===== config.mk =====
export PLATFORM = sky130hd
export DESIGN_NAME = nested_interrupt_acceptance
export DESIGN_NICKNAME = d
export VERILOG_FILES = /design/src/logic/nested_interrupt_acceptance.v /design/src/logic/request_pick.v
export VERILOG_INCLUDE_DIRS = /design/src /design/src/logic
export SDC_FILE = /design/constraint.sdc
export NUM_CORES = 1
export LEC_CHECK = 0
export BUFFER_PORTS_ARGS = -buffer_cell sky130_fd_sc_hd__buf_4
export CAP_MARGIN = 20
export CORE_MARGIN = 8
export CORE_UTILIZATION = 30
export CTS_BUF_LIST = sky130_fd_sc_hd__clkbuf_16
export DETAILED_ROUTE_END_ITERATION = 10
export PLACE_DENSITY = 0.45
export SYNTH_ARGS = -nofsm -noshare
export SYNTH_HDL_FRONTEND = slang
export SYNTH_SLANG_ARGS = --single-unit

===== constraint.sdc =====
create_clock -name hclk -period 33.3 [get_ports hclk]
set_input_delay 1.665 -clock hclk [delete_from_list [all_inputs] [get_ports hclk]]
set_output_delay 1.665 -clock hclk [all_outputs]
set_load 0.05 [all_outputs]

===== src/logic/nia_defs.vh =====
// Offsets, field positions, reset values and codes of the interrupt acceptance block
`ifndef NIA_DEFS_VH
`define NIA_DEFS_VH
`define OFS_INFO 8'h00
`define OFS_CTRL 8'h04
`define OFS_USP 8'h08
`define OFS_ISP 8'h0C
`define OFS_REQ_BASE 8'h10
`define OFS_STAT 8'h40
`define OFS_CLR 8'h44
`define OFS_EN 8'h48
`define CTRL_IEN_BIT 0
`define CTRL_IPL_LSB 4
`define CTRL_IPL_MSB 6
`define REQ_LVL_MSB 2
`define REQ_PEND_BIT 3
`define RST_IPL 3'h0
`define RST_SP 16'h0000
`define LVL_TOP 3'h7
`define NM_NMI 0
`define NM_DBG 1
`define NM_WDT 2
`define NM_STEP 3
`define NM_MATCH 4
`define NM_COUNT 5
`define NUM_NMI 6'h3A
`define NUM_DBG 6'h3B
`define NUM_WDT 6'h3C
`define NUM_STEP 6'h3D
`define NUM_MATCH 6'h3E
`define EV_MASKABLE 0
`define EV_NONMASK 1
`define EV_INFO_READ 2
`define EV_COUNT 3
`endif


===== src/logic/nested_interrupt_acceptance.v =====
// Interrupt acceptance and nesting logic with an AHB-Lite register slave
`timescale 1ns/1ps
`default_nettype none
`include "nia_defs.vh"
module nested_interrupt_acceptance #(
  parameter NUM_REQ = 8,
  parameter IDX_W = 3
) (
  input wire hclk, // Bus and core clock
  input wire hresetn, // Asynchronous reset, active low
  input wire hsel, // Slave select
  input wire [31:0] haddr, // Byte address
  input wire [1:0] htrans, // Transfer type
  input wire hwrite, // Write when high
  input wire [2:0] hsize, // Transfer size, word only
  input wire [31:0] hwdata, // Write data
  input wire hready, // Bus ready in
  output wire hreadyout, // Slave ready out
  output wire hresp, // Always OKAY
  output reg [31:0] hrdata, // Read data
  input wire [NUM_REQ-1:0] req_in, // Peripheral request pins, rising edge
  input wire [`NM_COUNT-1:0] nm_in, // Non-maskable source pins, rising edge
  input wire instr_retire, // Core instruction boundary pulse
  input wire reti_valid, // Core return-from-handler pulse
  input wire [2:0] reti_level, // Restored processor level
  input wire reti_ien, // Restored enable flag
  output reg accept_valid, // Handler entry pulse
  output reg [5:0] accept_number, // Number of accepted interrupt
  output wire [2:0] processor_priority_level, // Current processor level
  output wire global_enable, // Current enable flag
  output wire irq // Level interrupt of status events
);
  // ----------------------------------------------------------------
  // State
  // ----------------------------------------------------------------
  reg ien_reg, ien_next;
  reg [2:0] ipl_reg, ipl_next;
  reg first_block_reg;
  reg [15:0] user_stack_pointer, handler_stack_pointer;
  reg [NUM_REQ-1:0] req_s1_reg, req_s2_reg, req_s3_reg, pend_reg;
  reg [`NM_COUNT-1:0] nm_s1_reg, nm_s2_reg, nm_s3_reg, nm_pend_reg;
  reg [3*NUM_REQ-1:0] lvl_reg;
  reg [`EV_COUNT-1:0] stat_reg, en_reg;
  reg wr_pend_reg, rd_pend_reg, rd_done_reg;
  reg [7:0] addr_reg;
  reg [NUM_REQ-1:0] take_mask;
  reg [`NM_COUNT-1:0] nm_take;
  reg take_any, take_mask_ev;
  reg [5:0] take_num;
  reg [31:0] rd_mux;
  wire pick_found;
  wire [IDX_W-1:0] pick_idx;
  wire [2:0] pick_lvl;
  wire addr_ok;
  wire wr_fire, rd_fire, info_read;
  wire [7:0] req_ofs;
  wire [IDX_W-1:0] req_sel;
  wire req_hit;
  wire [`EV_COUNT-1:0] ev_set;

  assign processor_priority_level = ipl_reg;
  assign global_enable = ien_reg;
  assign hresp = 1'b0;
  assign irq = |(stat_reg & en_reg);

  // ----------------------------------------------------------------
  // Bus slave
  // ----------------------------------------------------------------
  // Reads take one wait state so the answer is a flop and sees prior writes
  assign addr_ok = hsel && htrans[1] && hready;
  assign hreadyout = ~(rd_pend_reg && !rd_done_reg);
  assign wr_fire = wr_pend_reg;
  assign rd_fire = rd_pend_reg && !rd_done_reg;
  assign info_read = rd_fire && (addr_reg == `OFS_INFO);
  assign req_ofs = addr_reg - `OFS_REQ_BASE;
  assign req_sel = req_ofs[IDX_W+1:2];
  assign req_hit = (addr_reg >= `OFS_REQ_BASE) && (req_ofs[7:2] < NUM_REQ);

  // Address phase capture and data phase sequencing
  always @(posedge hclk or negedge hresetn)
  begin
    if (!hresetn)
    begin
      wr_pend_reg <= 1'b0;
      rd_pend_reg <= 1'b0;
      rd_done_reg <= 1'b0;
      addr_reg <= 8'h00;
    end
    else if (rd_fire)
      rd_done_reg <= 1'b1;
    else
    begin
      wr_pend_reg <= addr_ok && hwrite;
      rd_pend_reg <= addr_ok && !hwrite;
      rd_done_reg <= 1'b0;
      if (addr_ok)
        addr_reg <= {haddr[7:2], 2'b00};
    end
  end

  // Read multiplexer; unmapped addresses read zero
  always @*
  begin
    rd_mux = 32'h0000_0000;
    case (addr_reg)
      `OFS_INFO: rd_mux = {23'h000000, pick_lvl, {(6-IDX_W){1'b0}}, pick_idx};
      `OFS_CTRL: rd_mux = {25'h0000000, ipl_reg, 3'h0, ien_reg};
      `OFS_USP: rd_mux = {16'h0000, user_stack_pointer};
      `OFS_ISP: rd_mux = {16'h0000, handler_stack_pointer};
      `OFS_STAT: rd_mux = {29'h00000000, stat_reg};
      `OFS_EN: rd_mux = {29'h00000000, en_reg};
      default:
        if (req_hit)
          rd_mux = {28'h0000000, pend_reg[req_sel], lvl_reg[3*req_sel +: 3]};
    endcase
  end

  // Read data register
  always @(posedge hclk or negedge hresetn)
  begin
    if (!hresetn)
      hrdata <= 32'h0000_0000;
    else if (rd_fire)
      hrdata <= rd_mux;
  end

  // ----------------------------------------------------------------
  // Pin synchronisers and edge detection
  // ----------------------------------------------------------------
  always @(posedge hclk or negedge hresetn)
  begin
    if (!hresetn)
    begin
      req_s1_reg <= {NUM_REQ{1'b0}};
      req_s2_reg <= {NUM_REQ{1'b0}};
      req_s3_reg <= {NUM_REQ{1'b0}};
      nm_s1_reg <= {`NM_COUNT{1'b0}};
      nm_s2_reg <= {`NM_COUNT{1'b0}};
      nm_s3_reg <= {`NM_COUNT{1'b0}};
    end
    else
    begin
      req_s1_reg <= req_in;
      req_s2_reg <= req_s1_reg;
      req_s3_reg <= req_s2_reg;
      nm_s1_reg <= nm_in;
      nm_s2_reg <= nm_s1_reg;
      nm_s3_reg <= nm_s2_reg;
    end
  end

  // ----------------------------------------------------------------
  // Request selection and acceptance
  // ----------------------------------------------------------------
  // tie order by number
  request_pick #(
    .NUM_REQ(NUM_REQ),
    .IDX_W(IDX_W)
  ) u_pick (
    .pend(pend_reg),
    .lvl(lvl_reg),
    .found(pick_found),
    .idx(pick_idx),
    .lvl_out(pick_lvl)
  );

  always @*
  begin
    take_mask = {NUM_REQ{1'b0}};
    nm_take = {`NM_COUNT{1'b0}};
    take_any = 1'b0;
    take_mask_ev = 1'b0;
    take_num = 6'h00;
    if (instr_retire && !first_block_reg)
    begin
      take_any = 1'b1;
      if (nm_pend_reg[`NM_NMI])
      begin
        nm_take[`NM_NMI] = 1'b1;
        take_num = `NUM_NMI;
      end
      else if (nm_pend_reg[`NM_DBG])
      begin
        nm_take[`NM_DBG] = 1'b1;
        take_num = `NUM_DBG;
      end
      else if (nm_pend_reg[`NM_WDT])
      begin
        nm_take[`NM_WDT] = 1'b1;
        take_num = `NUM_WDT;
      end
      else if (ien_reg && pick_found && (pick_lvl > ipl_reg))
      begin
        take_mask[pick_idx] = 1'b1;
        take_mask_ev = 1'b1;
        take_num = {{(6-IDX_W){1'b0}}, pick_idx};
      end
      else if (nm_pend_reg[`NM_STEP])
      begin
        nm_take[`NM_STEP] = 1'b1;
        take_num = `NUM_STEP;
      end
      else if (nm_pend_reg[`NM_MATCH])
      begin
        nm_take[`NM_MATCH] = 1'b1;
        take_num = `NUM_MATCH;
      end
      else
        take_any = 1'b0;
    end
  end

  // Enable flag and processor level next values
  always @*
  begin
    ien_next = ien_reg;
    ipl_next = ipl_reg;
    if (wr_fire && (addr_reg == `OFS_CTRL))
    begin
      ien_next = hwdata[`CTRL_IEN_BIT];
      ipl_next = hwdata[`CTRL_IPL_MSB:`CTRL_IPL_LSB];
    end
    if (reti_valid)
    begin
      ien_next = reti_ien;
      ipl_next = reti_level;
    end
    if (take_any)
    begin
      ien_next = 1'b0;
      if (take_mask_ev)
        ipl_next = pick_lvl;
      else if (nm_take[`NM_NMI] || nm_take[`NM_WDT])
        ipl_next = `LVL_TOP;
    end
  end

  always @(posedge hclk or negedge hresetn)
  begin
    if (!hresetn)
    begin
      ien_reg <= 1'b0;
      ipl_reg <= `RST_IPL;
      first_block_reg <= 1'b1;
      accept_valid <= 1'b0;
      accept_number <= 6'h00;
    end
    else
    begin
      ien_reg <= ien_next;
      ipl_reg <= ipl_next;
      accept_valid <= take_any;
      if (instr_retire)
        first_block_reg <= 1'b0;
      if (take_any)
        accept_number <= take_num;
    end
  end

  // ----------------------------------------------------------------
  // Request control words
  // ----------------------------------------------------------------
  genvar g;
  generate
    for (g = 0; g < NUM_REQ; g = g + 1)
    begin : g_req
      wire wr_me;
      wire info_me;
      assign wr_me = wr_fire && req_hit && (req_sel == g);
      assign info_me = info_read && pick_found && (pick_idx == g);
      always @(posedge hclk or negedge hresetn)
      begin
        if (!hresetn)
        begin
          pend_reg[g] <= 1'b0;
          lvl_reg[3*g +: 3] <= 3'h0;
        end
        else
        begin
          if (wr_me)
            lvl_reg[3*g +: 3] <= hwdata[`REQ_LVL_MSB:0];
          // new request wins over any clear
          if (req_s2_reg[g] && !req_s3_reg[g])
            pend_reg[g] <= 1'b1;
          else if (take_mask[g] || info_me)
            pend_reg[g] <= 1'b0;
          else if (wr_me && !hwdata[`REQ_PEND_BIT])
            pend_reg[g] <= 1'b0;
        end
      end
    end
    for (g = 0; g < `NM_COUNT; g = g + 1)
    begin : g_nm
      always @(posedge hclk or negedge hresetn)
      begin
        if (!hresetn)
          nm_pend_reg[g] <= 1'b0;
        else if (nm_s2_reg[g] && !nm_s3_reg[g])
          nm_pend_reg[g] <= 1'b1;
        else if (nm_take[g])
          nm_pend_reg[g] <= 1'b0;
      end
    end
  endgenerate

  // ----------------------------------------------------------------
  // Stack pointers and event status
  // ----------------------------------------------------------------
  assign ev_set = {info_read, take_any & ~take_mask_ev, take_mask_ev};

  always @(posedge hclk or negedge hresetn)
  begin
    if (!hresetn)
    begin
      user_stack_pointer <= `RST_SP;
      handler_stack_pointer <= `RST_SP;
      en_reg <= {`EV_COUNT{1'b0}};
      stat_reg <= {`EV_COUNT{1'b0}};
    end
    else
    begin
      if (wr_fire && (addr_reg == `OFS_USP))
        user_stack_pointer <= hwdata[15:0];
      if (wr_fire && (addr_reg == `OFS_ISP))
        handler_stack_pointer <= hwdata[15:0];
      if (wr_fire && (addr_reg == `OFS_EN))
        en_reg <= hwdata[`EV_COUNT-1:0];
      // Set beats a simultaneous clear
      if (wr_fire && (addr_reg == `OFS_CLR))
        stat_reg <= (stat_reg & ~hwdata[`EV_COUNT-1:0]) | ev_set;
      else
        stat_reg <= stat_reg | ev_set;
    end
  end
endmodule // nested_interrupt_acceptance
`default_nettype wire


===== src/logic/request_pick.v =====
// Selector of the highest-level enabled pending maskable request
`timescale 1ns/1ps
`default_nettype none
module request_pick #(
  parameter NUM_REQ = 8,
  parameter IDX_W = 3
) (
  input wire [NUM_REQ-1:0] pend, // Pending bits
  input wire [3*NUM_REQ-1:0] lvl, // Programmed levels, three bits each
  output reg found, // Some enabled request is pending
  output reg [IDX_W-1:0] idx, // Chosen request number
  output reg [2:0] lvl_out // Level of the chosen request
);
  integer i;
  // Strictly greater keeps the lowest number on a tie of levels
  always @*
  begin
    found = 1'b0;
    idx = {IDX_W{1'b0}};
    lvl_out = 3'h0;
    for (i = 0; i < NUM_REQ; i = i + 1)
    begin
      if (pend[i] && (lvl[3*i +: 3] > lvl_out))
      begin
        found = 1'b1;
        idx = i[IDX_W-1:0];
        lvl_out = lvl[3*i +: 3];
      end
    end
  end
endmodule // request_pick
`default_nettype wire


======== After elaboration in Yosys (flattened, before gate mapping) ========
Cells that the tools add are included.
word-level totals
  register bits after elaboration ......... 167
  output and inout port bits .............. 46
  ROM bits ................................ 0
  RAM bits ................................ 0
  input port bits ......................... 93
  bits in latches ......................... 0
  memories ................................ 0
  logic and storage cells ................. 301
cells by class
  div/mod/pow operators ................... 0
  add/sub/neg operators ................... 1
  order comparisons ....................... 14
  reductions and logical operators ........ 108
  multipliers ............................. 1
  bitwise logic cells ..................... 8
  equality and inequality tests ........... 20
  multiplexer cells ....................... 107
  shift-type cells ........................ 1
operators with widths
  kind                                                                                  number
  32-bit one-hot mux with 6 select lines                                                1
  1-bit 2-to-1 mux                                                                      66
  1-bit logical AND                                                                     63
  3-bit 2-to-1 mux                                                                      19
  6-bit 2-to-1 mux                                                                      7
  8-bit 2-to-1 mux                                                                      5
  3-bit nonzero test                                                                    9
  3-bit == test (second input constant)                                                 8
  3-bit > comparator                                                                    8
  24-bit by 6-bit variable part select with 3-bit output                                1
  6-bit by 5-bit == test with 1-bit output (second input constant)                      3
  1-bit logical NOT                                                                     17
  3-bit by 2-bit == test with 1-bit output (second input constant)                      4
  6-bit by 2-bit == test with 1-bit output (second input constant)                      2
  2-bit nonzero test                                                                    5
  1-bit logical OR                                                                      9
  8-bit by 5-bit greater-or-equal comparator with 1-bit output (second input constant)  1
  8-bit logical NOT                                                                     1
  3-bit by 4-bit less-than comparator with 1-bit output (second input constant)         2
  2-bit 2-to-1 mux                                                                      4
  4-bit 2-to-1 mux                                                                      2
  8-bit by 5-bit subtractor with 8-bit output (second input constant)                   1
  3-bit AND                                                                             2
  3-bit by 1-bit == test with 1-bit output (second input constant)                      2
  other kinds (15)                                                                      18

======== Logic depth before layout (Yosys ltp) ========
  depth in word-level cells ............... 36
  gate-level depth with buffers ........... 63
  depth with buffers taken out ............ 62

======== By module ========
From an unflattened synthesis, not the netlist that was laid out.
second synthesis, totals
  cells, all modules ...................... 659
  area, all modules ....................... 7553.5 µm²
modules (own cells, without submodules)
  module                       cells an instance  area an instance (µm²)  instances
  nested_interrupt_acceptance  513                6600.1                  1
  request_pick                 146                953.4                   1

======== Worst setup path after synthesis ========
Ideal clock, no wire load.
  path kind ............................... reg-to-reg
  from .................................... reg pend_reg[0]
  to ...................................... reg pend_reg[0]
  required time ........................... 33.165 ns
  setup time .............................. 0.135 ns
  setup slack ............................. 22.071 ns
  stages on the path, launching flop included .. 62
  data arrival time ....................... 11.094 ns
  cell sequence ........................... dfrtp_1 and2_1 inv_1 ha_1 nor2b_1 o2111ai_4 o21ai_0 ha_1 or3_1 mux2i_1 a221oi_1 o21ba_2 a211oi_1 ha_1 nor2_1 o21ai_0 a31oi_1 mux2i_1 [... 26 more ...] or2_2 ha_1 nor2b_1 o21ai_0 nand2b_1 and3_1 clkbuf_1 nand2_1 o31a_1 inv_1 ha_1 nor2b_1 o21ai_0 a21oi_1 a22oi_1 or4_4 nor4_1 o22ai_1
on the way
  longest elaborated chain between the ends .. 35
RTL lines
  element                            RTL line                           source
  from (decl)                        nested_interrupt_acceptance.v:40   reg [NUM_REQ-1:0] req_s1_reg, req_s2_reg, req_s3_reg, pend_reg;
  from (signal, indexed assignment)  nested_interrupt_acceptance.v:275  pend_reg[g] <= 1'b0;
  from (signal, indexed assignment)  nested_interrupt_acceptance.v:284  pend_reg[g] <= 1'b1;
  from (signal, indexed assignment)  nested_interrupt_acceptance.v:286  pend_reg[g] <= 1'b0;
  1-bit logical AND *                request_pick.v:23                  if (pend[i] && (lvl[3*i +: 3] > lvl_out))
  3-bit 2-to-1 mux                   request_pick.v:23
  3-bit > comparator                 request_pick.v:23
  1-bit logical AND                  request_pick.v:23
  3-bit 2-to-1 mux                   request_pick.v:23
  3-bit > comparator                 request_pick.v:23
  1-bit logical AND                  request_pick.v:23
  3-bit 2-to-1 mux                   request_pick.v:23
  [... 19 more ...]                  n/a
  8-bit 2-to-1 mux                   nested_interrupt_acceptance.v:192  else if (ien_reg && pick_found && (pick_lvl > ipl_reg))
  8-bit 2-to-1 mux                   nested_interrupt_acceptance.v:187  else if (nm_pend_reg[`NM_WDT])
  8-bit 2-to-1 mux                   nested_interrupt_acceptance.v:182  else if (nm_pend_reg[`NM_DBG])
  8-bit 2-to-1 mux                   nested_interrupt_acceptance.v:177  if (nm_pend_reg[`NM_NMI])
  8-bit 2-to-1 mux                   nested_interrupt_acceptance.v:174  if (instr_retire && !first_block_reg)
  1-bit logical OR *                 nested_interrupt_acceptance.v:285  else if (take_mask[g] || info_me)
  1-bit 2-to-1 mux                   nested_interrupt_acceptance.v:285
  1-bit 2-to-1 mux                   nested_interrupt_acceptance.v:283  if (req_s2_reg[g] && !req_s3_reg[g])
Mark *: on every way between the ends. The rest lies on a longest branch, timed or not.
A chain may end at the register's enable or synchronous reset.

======== Worst setup path in the final report ========
  from .................................... reg pend_reg[0]
  to ...................................... reg accept_number[2]
on the way
  longest elaborated chain between the ends .. 30
RTL lines
  element                                                         RTL line                           source
  1-bit logical AND *                                             request_pick.v:23
  3-bit 2-to-1 mux                                                request_pick.v:23
  3-bit > comparator                                              request_pick.v:23
  1-bit logical AND                                               request_pick.v:23
  3-bit 2-to-1 mux                                                request_pick.v:23
  3-bit > comparator                                              request_pick.v:23
  1-bit logical AND                                               request_pick.v:23
  3-bit 2-to-1 mux                                                request_pick.v:23
  [... 15 more ...]                                               n/a
  3-bit > comparator / 1-bit logical AND (equally long branches)  nested_interrupt_acceptance.v:192
  1-bit logical AND *                                             nested_interrupt_acceptance.v:192
  1-bit 2-to-1 mux *                                              nested_interrupt_acceptance.v:192
  1-bit 2-to-1 mux *                                              nested_interrupt_acceptance.v:187
  1-bit 2-to-1 mux *                                              nested_interrupt_acceptance.v:182
  1-bit 2-to-1 mux *                                              nested_interrupt_acceptance.v:177
  1-bit 2-to-1 mux *                                              nested_interrupt_acceptance.v:174
  named net take_any                                              nested_interrupt_acceptance.v:48   reg take_any, take_mask_ev;
  to (signal assigned)                                            nested_interrupt_acceptance.v:256  accept_number <= take_num;
  to (decl)                                                       nested_interrupt_acceptance.v:28   output reg [5:0] accept_number,
The timed path passes the listed nets; every way through them passes the cells marked *.

==> flow_summary.json <==
{
  "final_cells": 1103,
  "finalSetupViolations": 0,
  "crit_fanout": 12,
  "grt_overflow_total": 0,
  "diodes": 0,
  "synth_simple_gate_area_share_pct": 12.7,
  "cpMostUsedCell": "ha_1",
  "totalWireLength_um": 20800,
  "switchingPower_w": 0.000451,
  "holdBufCountCts": 0,
  "cts_tree": "built",
  "final_cell_mix": "dfrtp_1, buf_4, nand2_1, mux2_2, o21ai_0",
  "max-cap-violations": 0,
  "clkPwrFrac_pct": 20.3,
  "die_area_um2": 29900,
  "start_util_pct": 30.4,
  "largest_reg_flops": 24,
  "fin_ws_ps": 19720,
  "cts_max_level": 4,
  "critPathCaptureType": "register",
  "crit_path_top_delay_cell": "a31oi_1",
  "core_area_um2": 24200,
  "dp_hpwl_um": 15000,
  "period_share_pct": 40.8,
  "rsz0062_at_grt": "false",
  "synth_top_family_by_area": "compound AO/OA/AOI/OAI gates",
  "synthFlopType": "dfrtp_1",
  "status": "completed",
  "p_sw_share_pct": 48.7,
  "die_w_um": 173,
  "p_per_area_nw_per_um2": 105,
  "synthAdderAreaFrac_pct": 3.14,
  "antenna_found_initial": 0,
  "clkSlewWorstSetupHoldPaths_ps": 70,
  "ctsResizeCount": 0,
  "comb_power_share_pct": 55.4,
  "dp_cells": 1071,
  "avgViaCountPerCell": 5.08,
  "synth.avg_cell_area_um2": 10.6,
  "start_kind": "register",
  "synthMuxAreaShare_pct": 13.2,
  "fillers": 2463,
  "die_h_um": 173,
  "fp-row-count": 57,
  "num_vias": 5604,
  "yosys.area_share.xor_xnor_pct": 0,
  "fmax_ghz": 0.0737,
  "period_needed_ps": 13580,
  "clock_latency_ps": 430,
  "yosysSeqAreaShare_pct": 50.6,
  "ant_nets": 0,
  "synth_area_um2": 7380,
  "syn_inst": 695,
  "detailedRoute.firstPassIterationCount": 7,
  "cp.required_ps": 33570,
  "routedWlPerCell_um": 18.9,
  "hp-class": "register to register",
  "hold_ws_ps": 348,
  "max-vdd-ir-drop_v": 0.0000858,
  "worst_slew_pin_slew_ps": 874,
  "synth_edf_count": 0,
  "fin_nets": 875,
  "p_int_w": 0.000475,
  "final_common_cell": "dfrtp_1",
  "yosys_warnings": 0,
  "area_growth_pct": 19.0,
  "synth_compound_area_share_pct": 15.1,
  "clockRootBuffer": "clkbuf_16",
  "skew_ps": 14.7,
  "port-buffer-count": 75,
  "grt_pass1_vias": 5790,
  "tns_ps": 0,
  "ys_ff_latch": 149,
  "reg2reg_depth": 56,
  "seqPwrFrac_pct": 24.3,
  "io_pins": 139,
  "drt_iter0_drc": 343,
  "cts_max_path_buffers": 2,
  "p_total_w": 0.000926,
  "gp_congestion": 0.838,
  "grt_max_degree": 98,
  "grt_pass1_wl_um": 33800,
  "async_flop_share_pct": 100,
  "cts_buffers": 17,
  "drv_slew": 0,
  "finalHoldViolCount": 0,
  "grt_use_total_pct": 14.2,
  "drc_errors": 0,
  "p_leak_nw": 3.86,
  "whs_path_depth": 0,
  "cts_sinks": 149,
  "post-cts-setup-buffer-count": 0,
  "max_stage_delay_ps": 730,
  "max_slew_margin_pct": 40.3,
  "cp.arrival_ps": 13850,
  "ys_types": 70,
  "worstSetupPathType": "register to register",
  "drive_gt1_share_pct": 24.5,
  "dpl_worst_slack_ps": 19820
}
==> through the flow <==
| stage | util [%] | area (µm²) |
|---|---|---|
| finish | 36.2 | 8780 |
| floorplan | - | 7440 |
| global route | 36.2 | 8780 |
| global placement | 33.8 | 8210 |
| CTS | 36.2 | 8780 |
| detailed placement | 33.8 | 8210 |
==> cell type report <==
cell class | instances | area [µm²] | share of cell area, %
sequential | 149 | 3730 | 42.5
multi-input combinational | 479 | 3320 | 37.8
timing repair buffer | 81 | 612 | 6.97
clock buffer | 17 | 425 | 4.85
tap | 324 | 405 | 4.62
clock inverter | 15 | 146 | 1.67
inverter | 38 | 143 | 1.62
==> cells in the mapped netlist (3+ instances only) <==
cell	number	area [µm²]
nand2_1	79	297
nor2b_1	8	50.1
mux2_2	59	664
a31oi_1	10	62.6
o21ai_1	6	30.0
nor2_1	42	158
a22oi_1	11	82.6
and2_1	8	50.1
or3_1	4	25.0
a22o_1	7	61.3
mux4_2	8	180
o21ai_0	47	235
o211ai_1	3	22.5
o221ai_1	3	26.3
a32oi_1	3	26.3
a211oi_1	3	22.5
o22ai_1	8	50.1
nor3_1	14	70.1
clkbuf_1	21	78.8
nand3_1	21	105
mux2i_1	13	130
a21o_1	3	22.5
and3_1	3	18.8
nand2b_1	7	43.8
a21oi_1	17	85.1
a221oi_1	4	35.0
o31ai_1	10	75.1
buf_4	19	143
o21a_1	5	37.5
inv_1	36	135
ha_1	16	200
buf_1	3	11.3
dfrtp_1	148	3700
==> layer usage <==
metal | vias to the layer above | wire [µm] | global-route usage [%]
met5 | - | 0 | 0
met1 | 2833 | 10100 | 19.6
met3 | 13 | 889 | 3.31
met4 | 0 | 169 | 3.31
li1 | 2616 | - | -
met2 | 142 | 9660 | 22.1
==> final timing paths <==
path,startpoint,to,slack [ps]
worst max-delay path,pend_reg[0],accept_number[2],19720
worst min-delay path,req_s1_reg[4],req_s2_reg[4],350
worst max register to register,pend_reg[0],accept_number[2],19720
worst min register to register,req_s1_reg[4],req_s2_reg[4],350
max in group asynchronous,hresetn,addr_reg[5],30730
min in group asynchronous,hresetn,handler_stack_pointer[7],1310
==> critical path: cells and delay by family (launching register included) <==
kind,cells,cell delay [ps]
AO/OA/AOI/OAI,22,6090
AND/OR/NAND/NOR,20,3340
adder cells (fa/ha/maj),9,2640
multiplexers,3,670
flip-flops,1,470
buffers and inverters,2,160
==> power by group through the flow <==
stage | Sequential (W) | Combinational, W | Clock [W]
CTS | 0.000225 | 0.000515 | 0.000194
detailed placement | 0.000228 | 0.000512 | 0
finish | 0.000225 | 0.000512 | 0.000188
global route | 0.000228 | 0.000567 | 0.000202
global placement | 0.000228 | 0.000497 | 0
floorplan | 0.000239 | 0.000351 | 0
==> cells by family after synthesis <==
family,count (synthesis)
compound gates,162
fa+ha+maj,19
buf+inv,83
flops,149
mux,80
other cells,1
simple gates,201
(Power assumes the default switching activity.)
